## src/hdl/rbls_params.svh

```systemverilog
// constants for the ram self-check and loopback status block
`ifndef RBLS_PARAMS_SVH
`define RBLS_PARAMS_SVH
// register addresses (word addresses on the host register port)
`define RBLS_ADDR_CLUE 8'h1B
`define RBLS_ADDR_CTRL 8'h28
// control register field positions
`define RBLS_B_ENABLE 15
`define RBLS_B_PSEL_HI 13
`define RBLS_B_PSEL_LO 11
`define RBLS_B_RGO 10
`define RBLS_B_RPASS 9
`define RBLS_B_RFAIL 8
`define RBLS_B_ANALOG 5
`define RBLS_B_SYNC 4
`define RBLS_B_BUS 3
`define RBLS_B_LGO 2
`define RBLS_B_LPASS 1
`define RBLS_B_LFAIL 0
// quadrant geometry and reset values
`define RBLS_QUAD_SPAN 16'h2000
`define RBLS_CTRL_RST 16'h0000
`endif

```

## src/hdl/rbls_pkg.sv

```systemverilog
// types for the ram self-check and loopback status block
package rbls_pkg;
	typedef enum logic [1:0] {
		RBLS_IDLE = 2'b00,
		RBLS_RUN = 2'b01,
		RBLS_DONE = 2'b10
	} rbls_state_t;
	// loopback configuration handed to the loopback engine
	typedef struct packed {
		logic analog;
		logic cmd_sync;
		logic bus_b;
		logic go;
	} rbls_loop_cfg_t;
	// ram checker per-quadrant compare report
	typedef struct packed {
		logic step;
		logic [3:0] mismatch;
		logic last;
	} rbls_ram_rep_t;
endpackage

```

## src/hdl/rbls_sync2.sv

```systemverilog
// two-flop synchroniser for one level
`timescale 1ns/1ps
module rbls_sync2 (
	// clock and reset
	input wire logic clk,
	input wire logic nrst,
	// level in and out
	input wire logic d,
	output logic q
);
	logic meta_ff;
	logic q_ff;
	logic nxt_meta;
	logic nxt_q;
	// first stage is read only by the second stage
	always_comb begin
		nxt_meta = d;
		nxt_q = meta_ff;
	end
	always_ff @(posedge clk) begin
		if (!nrst) begin
			meta_ff <= 1'b0;
			q_ff <= 1'b0;
		end else begin
			meta_ff <= nxt_meta;
			q_ff <= nxt_q;
		end
	end
	assign q = q_ff;
endmodule

```

## src/hdl/rbls_top.sv

```systemverilog
// self-check control register, ram check result and loopback selects
`timescale 1ns/1ps
`include "rbls_params.svh"
module rbls_top #(
	parameter int ADDR_W = 8,
	parameter int OFS_W = 13
) (
	// clock and reset
	input wire logic clk,
	input wire logic nrst,
	// factory check pin, asynchronous
	input wire logic test_pin,
	// host register port
	input wire logic reg_wr,
	input wire logic reg_rd,
	input wire logic [ADDR_W-1:0] reg_addr,
	input wire logic [15:0] reg_wdata,
	output logic [15:0] reg_rdata,
	// rt1 message information word, shown at clue address in normal mode
	input wire logic [15:0] rt1_msg_info,
	// ram checker engine
	output logic ram_go,
	output logic [2:0] ram_check_pattern_select,
	output logic [OFS_W-1:0] ram_offset,
	input wire rbls_pkg::rbls_ram_rep_t ram_rep,
	// loopback engine
	output rbls_pkg::rbls_loop_cfg_t loop_cfg,
	output logic loop_tx_enable,
	input wire logic loop_done,
	input wire logic loop_ok
);
	logic test_s;
	logic [15:0] ctrl_ff;
	logic [15:0] nxt_ctrl;
	logic [OFS_W-1:0] ofs_ff;
	logic [OFS_W-1:0] nxt_ofs;
	logic [15:0] clue_ff;
	logic [15:0] nxt_clue;
	logic [15:0] rdata_ff;
	logic [15:0] nxt_rdata;
	rbls_pkg::rbls_state_t st_ff;
	rbls_pkg::rbls_state_t nxt_st;
	logic wr_ctrl;
	logic ram_start;
	logic loop_start;
	logic any_err;

	// ---------------------------------------------
	// pin synchronisation
	// ---------------------------------------------
	rbls_sync2 u_test_sync (
		.clk(clk),
		.nrst(nrst),
		.d(test_pin),
		.q(test_s)
	);

	// ---------------------------------------------
	// control register
	// ---------------------------------------------
	// ram start only when pin high and enable bit already set; loop start needs only the pin high
	assign wr_ctrl = reg_wr && (reg_addr == ADDR_W'(`RBLS_ADDR_CTRL));
	assign ram_start = wr_ctrl && reg_wdata[`RBLS_B_RGO] && test_s
		&& ctrl_ff[`RBLS_B_ENABLE] && !ctrl_ff[`RBLS_B_RGO];
	assign loop_start = wr_ctrl && reg_wdata[`RBLS_B_LGO] && test_s
		&& !ctrl_ff[`RBLS_B_LGO];
	// any quadrant mismatch counts; which quadrant failed is not kept
	assign any_err = |ram_rep.mismatch;

	// writable fields, self-clearing go bits, hardware-set flags
	always_comb begin
		nxt_ctrl = ctrl_ff;
		if (wr_ctrl) begin
			nxt_ctrl[`RBLS_B_ENABLE] = reg_wdata[`RBLS_B_ENABLE];
			nxt_ctrl[`RBLS_B_PSEL_HI:`RBLS_B_PSEL_LO] =
				reg_wdata[`RBLS_B_PSEL_HI:`RBLS_B_PSEL_LO];
			nxt_ctrl[`RBLS_B_ANALOG] = reg_wdata[`RBLS_B_ANALOG];
			nxt_ctrl[`RBLS_B_SYNC] = reg_wdata[`RBLS_B_SYNC];
			nxt_ctrl[`RBLS_B_BUS] = reg_wdata[`RBLS_B_BUS];
		end
		if (ram_start) begin
			nxt_ctrl[`RBLS_B_RGO] = 1'b1;
			nxt_ctrl[`RBLS_B_RPASS] = 1'b0;
			nxt_ctrl[`RBLS_B_RFAIL] = 1'b0;
		end
		if (st_ff == rbls_pkg::RBLS_RUN && ram_rep.step) begin
			if (any_err) begin
				nxt_ctrl[`RBLS_B_RFAIL] = 1'b1;
			end
		end
		if (st_ff == rbls_pkg::RBLS_DONE) begin
			nxt_ctrl[`RBLS_B_RGO] = 1'b0;
			nxt_ctrl[`RBLS_B_RPASS] = !ctrl_ff[`RBLS_B_RFAIL];
		end
		if (loop_start) begin
			nxt_ctrl[`RBLS_B_LGO] = 1'b1;
			nxt_ctrl[`RBLS_B_LPASS] = 1'b0;
			nxt_ctrl[`RBLS_B_LFAIL] = 1'b0;
		end else if (ctrl_ff[`RBLS_B_LGO] && loop_done) begin
			nxt_ctrl[`RBLS_B_LGO] = 1'b0;
			nxt_ctrl[`RBLS_B_LPASS] = loop_ok;
			nxt_ctrl[`RBLS_B_LFAIL] = !loop_ok;
		end
		nxt_ctrl[7:6] = 2'b00;
	end

	// ---------------------------------------------
	// ram check sequencer and failure clue
	// ---------------------------------------------
	// one offset drives all four quadrants at once; the engine
	// reports each quadrant's compare, so a fault address is only
	// known to within the four aliases
	always_comb begin
		nxt_st = st_ff;
		nxt_ofs = ofs_ff;
		nxt_clue = clue_ff;
		unique case (st_ff)
			rbls_pkg::RBLS_IDLE: begin
				if (ram_start) begin
					nxt_st = rbls_pkg::RBLS_RUN;
					nxt_ofs = '0;
					nxt_clue = 16'h0000;
				end
			end
			rbls_pkg::RBLS_RUN: begin
				if (ram_rep.step) begin
					nxt_ofs = ofs_ff + OFS_W'(1);
					// latch only the first failing offset
					if (any_err && !ctrl_ff[`RBLS_B_RFAIL]) begin
						nxt_clue = 16'(ofs_ff);
					end
					if (ram_rep.last) begin
						nxt_st = rbls_pkg::RBLS_DONE;
					end
				end
			end
			rbls_pkg::RBLS_DONE: begin
				nxt_st = rbls_pkg::RBLS_IDLE;
			end
			default: begin
				nxt_st = rbls_pkg::RBLS_IDLE;
			end
		endcase
	end

	// ---------------------------------------------
	// read path
	// ---------------------------------------------
	// clue address is shared with the rt word in normal mode
	always_comb begin
		nxt_rdata = rdata_ff;
		if (reg_rd) begin
			if (reg_addr == ADDR_W'(`RBLS_ADDR_CTRL)) begin
				nxt_rdata = ctrl_ff;
			end else if (reg_addr == ADDR_W'(`RBLS_ADDR_CLUE)) begin
				nxt_rdata = test_s ? clue_ff : rt1_msg_info;
			end else begin
				nxt_rdata = 16'h0000;
			end
		end
	end

	// control register flops
	always_ff @(posedge clk) begin
		if (!nrst) begin
			ctrl_ff <= `RBLS_CTRL_RST;
		end else begin
			ctrl_ff <= nxt_ctrl;
		end
	end

	// sequencer flops; the clue survives until the next start
	always_ff @(posedge clk) begin
		if (!nrst) begin
			st_ff <= rbls_pkg::RBLS_IDLE;
			ofs_ff <= '0;
			clue_ff <= 16'h0000;
		end else begin
			st_ff <= nxt_st;
			ofs_ff <= nxt_ofs;
			clue_ff <= nxt_clue;
		end
	end

	// read data flop, held between reads
	always_ff @(posedge clk) begin
		if (!nrst) begin
			rdata_ff <= 16'h0000;
		end else begin
			rdata_ff <= nxt_rdata;
		end
	end

	// ---------------------------------------------
	// outputs to the engines
	// ---------------------------------------------
	assign reg_rdata = rdata_ff;
	assign ram_go = (st_ff == rbls_pkg::RBLS_RUN);
	// pattern choice goes straight to the checker engine
	assign ram_check_pattern_select = ctrl_ff[`RBLS_B_PSEL_HI:`RBLS_B_PSEL_LO];
	assign ram_offset = ofs_ff;
	// selects are live register bits; software should change them only while idle
	assign loop_cfg.analog = ctrl_ff[`RBLS_B_ANALOG];
	assign loop_cfg.cmd_sync = ctrl_ff[`RBLS_B_SYNC];
	assign loop_cfg.bus_b = ctrl_ff[`RBLS_B_BUS];
	assign loop_cfg.go = ctrl_ff[`RBLS_B_LGO];
	// digital loop keeps the transmitter quiet
	assign loop_tx_enable = ctrl_ff[`RBLS_B_LGO] && ctrl_ff[`RBLS_B_ANALOG];
endmodule

```

## config.mk

```make
export PLATFORM = sky130hd
export DESIGN_NAME = rbls_top
export DESIGN_NICKNAME = d
export VERILOG_FILES = /design/src/hdl/rbls_pkg.sv /design/src/hdl/rbls_sync2.sv /design/src/hdl/rbls_top.sv
export VERILOG_INCLUDE_DIRS = /design/src /design/src/hdl
export SDC_FILE = /design/constraint.sdc
export NUM_CORES = 1
export LEC_CHECK = 0
export ABC_CLOCK_PERIOD_IN_PS = 1800
export BUFFER_PORTS_ARGS = -buffer_cell sky130_fd_sc_hd__buf_2
export CORE_AREA = 5 5 84 86
export CTS_BUF_LIST = sky130_fd_sc_hd__clkbuf_16
export DETAILED_ROUTE_END_ITERATION = 12
export DIE_AREA = 0 0 89 91
export MAX_ROUTING_LAYER = met4
export PLACE_DENSITY = 0.74
export SLEW_MARGIN = 20
export SYNTH_ARGS = -nofsm -noshare
export SYNTH_HDL_FRONTEND = slang
export SYNTH_SLANG_ARGS = --single-unit
```

## constraint.sdc

```tcl
create_clock -name clk -period 1.8 [get_ports clk]
set_clock_uncertainty 0.15 [all_clocks]
set_input_delay 0 -clock clk [delete_from_list [all_inputs] [get_ports clk]]
set_output_delay 0 -clock clk [all_outputs]
set_load 0.01 [all_outputs]
```

==> out/results.txt <==
The CTS buffer count was 9; the average cell area after synthesis was 9.07 µm². The flow ran to the end, and the final reports show no timing, DRC or antenna violations. The total die area was 8100 µm²; the die boundary width was 89 µm. The data required time of the critical path is 1.86 ns, and the number of antenna violations at the first check in global routing is 0. The critical path data arrival time came out at 1.77 ns. Traced cell by cell, the critical path runs through dlygate4sd3_1, buf_2, and3b_2, and3_1, dlygate4sd3_1. Of all nets on the critical path, the largest fanout is 9.

The critical path is of the in2reg type. The effective utilization at floorplan was 43.4%; the slew at the pin with the worst max-slew slack was 0.375 ns. The global-route wire length before repair was 13300 µm; the highest ir drop seen on vdd was 668 µV. The power per unit of standard cell area came out at 857 nW/µm². The tools report the number of nets in the layout as 489. For the finished layout, the period the worst path requires is 1.70 ns. Max-slew violation count: 0. The tools report the standard cell core area as 6200 µm². 91 I/O pins were placed. Counting flops and latches in the post-synthesis netlist gives 59. Number of I/O port buffers: 83.

The achievable clock frequency came out at 587 MHz. The logs give 0 for the number of setup violations in the final report and 43.8% for the part of the Yosys area used for sequential elements. The number of synthesized flops with an enable pin came out at 0.

The H-tree level count was 3; the global-route congestion overflow total was 0. The floorplan has 29 rows. Wires add up to 8230 µm. Synthesis handed over a netlist of 297 instances. Counting distinct cell types in the post-synthesis netlist gives 51. The tree is rooted in a sky130_fd_sc_hd__clkbuf_16.

TritonCTS built the clock tree. After detailed routing, the number of vias per cell comes to 5.36. In the final layout, the share of cells above drive strength 1 is 33.2%.

The worst hold-check path type was in2reg. Once detail routing completed, the nets flagged for antenna violations numbered 0. Entering global routing, the biggest net connects 21 pins.

Post-synthesis async set-or-reset flop share: 0%. The floorplan step set the die height to 91 µm. Setup repair after global routing left no endpoint under its margin. After detailed routing, the average wire length per cell comes to 15.9 µm. STA classifies the critical path startpoint as an input pin. The tools report the clock insertion delay at the later pin of the skew report as 0.33 ns.

The tools report the half-perimeter wire length of the detailed placement result as 5740 µm. The cell family contributing the most delay on the critical path is buffers and inverters. The congestion estimate from routability-driven global placement came to 0.818. The critical path capture point type was a register. Number of maximum-capacitance violations: 0. The tools report the via count of the first global-routing pass as 2775. Setup total negative slack on the finished layout was measured at 0 ns.

The synthesized net count was 351; the global-route usage over all layers was 21.7%. Compared with the post-synthesis result, the final layout area differs by 49.7%. Clock-pin slew was measured on the worst setup and hold paths at 0.05 ns.

The largest individual stage delay along the critical path comes from the cell sky130_fd_sc_hd__dlygate4sd3_1. The number of sinks on the clock net came out at 59. In this design, the stage delay of the slowest critical-path cell is 0.55 ns. The buffering stage count on the worst path with inverters included is 3, and the final standard cell utilization of the core is 65.0%. Most used cell along the critical path: sky130_fd_sc_hd__dlygate4sd3_1. The worst pin sits at a relative slew slack of 74.8%. The tools report the leakage power figure as 1.76 nW. The total standard cell area after synthesis was 2690 µm². After layout, the worst path uses 94.6% of the clock period. The longest clock path from root to sink contains 2 buffers. The number of remaining DRC errors is 0, and the final antenna diode count is 0. The dominant register cell in the synthesized netlist was sky130_fd_sc_hd__dfxtp_1. Summing over every cut layer, the via total after detailed routing is 2773.

The first routing iteration left 107 violations. The first TritonRoute pass finished after 5 iterations. Yosys printed 0 warnings. The run gives 0 as the final count of hold timing violations.
[cell usage after synthesis (7+ instances only)]
master | n | area [µm²]
sky130_fd_sc_hd__and3_1 | 7 | 43.8
sky130_fd_sc_hd__o21ai_0 | 9 | 45.0
sky130_fd_sc_hd__a21oi_1 | 22 | 110
sky130_fd_sc_hd__buf_4 | 7 | 52.6
sky130_fd_sc_hd__nand2_1 | 25 | 93.8
sky130_fd_sc_hd__a31oi_1 | 9 | 56.3
sky130_fd_sc_hd__dfxtp_1 | 59 | 1180
sky130_fd_sc_hd__a22o_1 | 13 | 114
sky130_fd_sc_hd__nor2_1 | 17 | 63.8
sky130_fd_sc_hd__inv_1 | 7 | 26.3
sky130_fd_sc_hd__clkbuf_1 | 9 | 33.8
sky130_fd_sc_hd__nor2b_1 | 9 | 56.3
sky130_fd_sc_hd__nand3_1 | 17 | 85.1
sky130_fd_sc_hd__mux2_2 | 13 | 146
[layout by cell type, fill, tap and decap left out, types with 2 or more instances in the layout]
cell	netlist	layout
sky130_fd_sc_hd__mux2_2	13	13
sky130_fd_sc_hd__a221oi_1	2	2
sky130_fd_sc_hd__clkbuf_16	0	9
sky130_fd_sc_hd__a22o_1	13	13
sky130_fd_sc_hd__a21oi_1	22	22
sky130_fd_sc_hd__nor3_1	4	4
sky130_fd_sc_hd__nor3b_1	2	2
sky130_fd_sc_hd__nor4_2	0	2
sky130_fd_sc_hd__a2bb2oi_1	5	5
sky130_fd_sc_hd__buf_2	4	83
sky130_fd_sc_hd__and2_1	6	6
sky130_fd_sc_hd__mux2i_1	2	2
sky130_fd_sc_hd__nand3_1	17	16
sky130_fd_sc_hd__and3_1	7	7
sky130_fd_sc_hd__nor2_1	17	17
sky130_fd_sc_hd__buf_4	7	28
sky130_fd_sc_hd__nand4_1	4	4
sky130_fd_sc_hd__nor2b_1	9	9
sky130_fd_sc_hd__o21ai_0	9	9
sky130_fd_sc_hd__inv_1	7	7
sky130_fd_sc_hd__nand2_1	25	25
sky130_fd_sc_hd__nor4_1	5	3
sky130_fd_sc_hd__and4b_1	2	2
sky130_fd_sc_hd__bufinv_16	0	3
sky130_fd_sc_hd__dfxtp_1	59	59
sky130_fd_sc_hd__nand2b_1	2	2
sky130_fd_sc_hd__a31oi_1	9	9
sky130_fd_sc_hd__a22oi_1	5	5
sky130_fd_sc_hd__nand4b_1	2	2
sky130_fd_sc_hd__nor4b_4	2	2
sky130_fd_sc_hd__a221o_1	2	2
sky130_fd_sc_hd__nand3_2	1	2
sky130_fd_sc_hd__clkinv_1	1	4
sky130_fd_sc_hd__dlygate4sd3_1	0	39
sky130_fd_sc_hd__o32ai_1	2	2
[stage by stage]
stage	power, mW	area [µm²]	std cells	hold WS, ns	setup WS [ns]
floorplan	1.42	2690	297	-0.0227	0.118
CTS	3.47	3980	513	0.00219	0.0384
global route	3.55	4030	517	0.0474	0.00209
finish	3.46	4030	517	0.0143	0.0963
detailed placement	1.50	3260	458	0.0695	0.154
global placement	1.50	3260	458	0.0822	0.186
[power breakdown]
group | total, mW | switching, mW | internal, mW
Clock | 1.92 | 0.591 | 1.33
Combinational | 0.216 | 0.0953 | 0.121
Sequential | 1.31 | 0.00273 | 1.31
Total | 3.46 | 0.689 | 2.77
[cells by family (layout without fill, tap and decap cells)]
kind of cell	after synthesis	in the layout	synth area share [%]
flops	59	59	43.8
simple gates	113	113	23.7
buf+inv	31	174	5.76
mux	15	15	6.18
compound gates	78	78	20.0
fa+ha+maj	1	1	0.464
[flip-flops by register name, summed over array words and instances (netlist names)]
signal / cells
ctrl_ff: 13
st_ff: 2
u_test_sync.meta_ff: 1
u_test_sync.q: 1
reg_rdata: 16
clue_ff: 13
ram_offset: 13
[what timing repair did]
item | 4_1_cts | 5_1_grt
setup endpoints to repair | 0 | 15
endpoints found under the hold margin | 27 | 0
resized for setup | 0 | 4
hold buffers | 39 | 0
buffers inserted | 0 | 4
[worst min-delay path, delay by kind of cell]
family | cells | cell delay (ns)
AO/OA/AOI/OAI | 1 | 0.05
buffers and inverters | 1 | 0.17
AND/OR/NAND/NOR | 2 | 0.22
[worst paths after layout]
check,from,slack [ns],end,cells past startpoint
max,nrst,0.1,st_ff[1],5
min,reg_wr,0.01,ctrl_ff[2],4
max reg2reg,st_ff[1],0.1,st_ff[1],3
min reg2reg,u_test_sync.meta_ff,0.30,u_test_sync.q,1
[cell type report]
cell class,count,area [µm²]
well taps,77,96.3
clock buffers,9,225
clock inverters,7,106
fillers,522,2170
repair buffers,150,1020
multi-input cells,207,1380
inverters,8,30.0
flip-flops and latches,59,1180
[routing by layer]
metal / track usage (%) / up-vias / wire length, µm
met1: 26.5 / 1299 / 3510
met5: - / - / 0
met2: 34.3 / 93 / 4160
li1: - / 1365 / -
met4: 10.8 / 0 / 158
met3: 3.44 / 16 / 407
(Power assumes the default switching activity.)
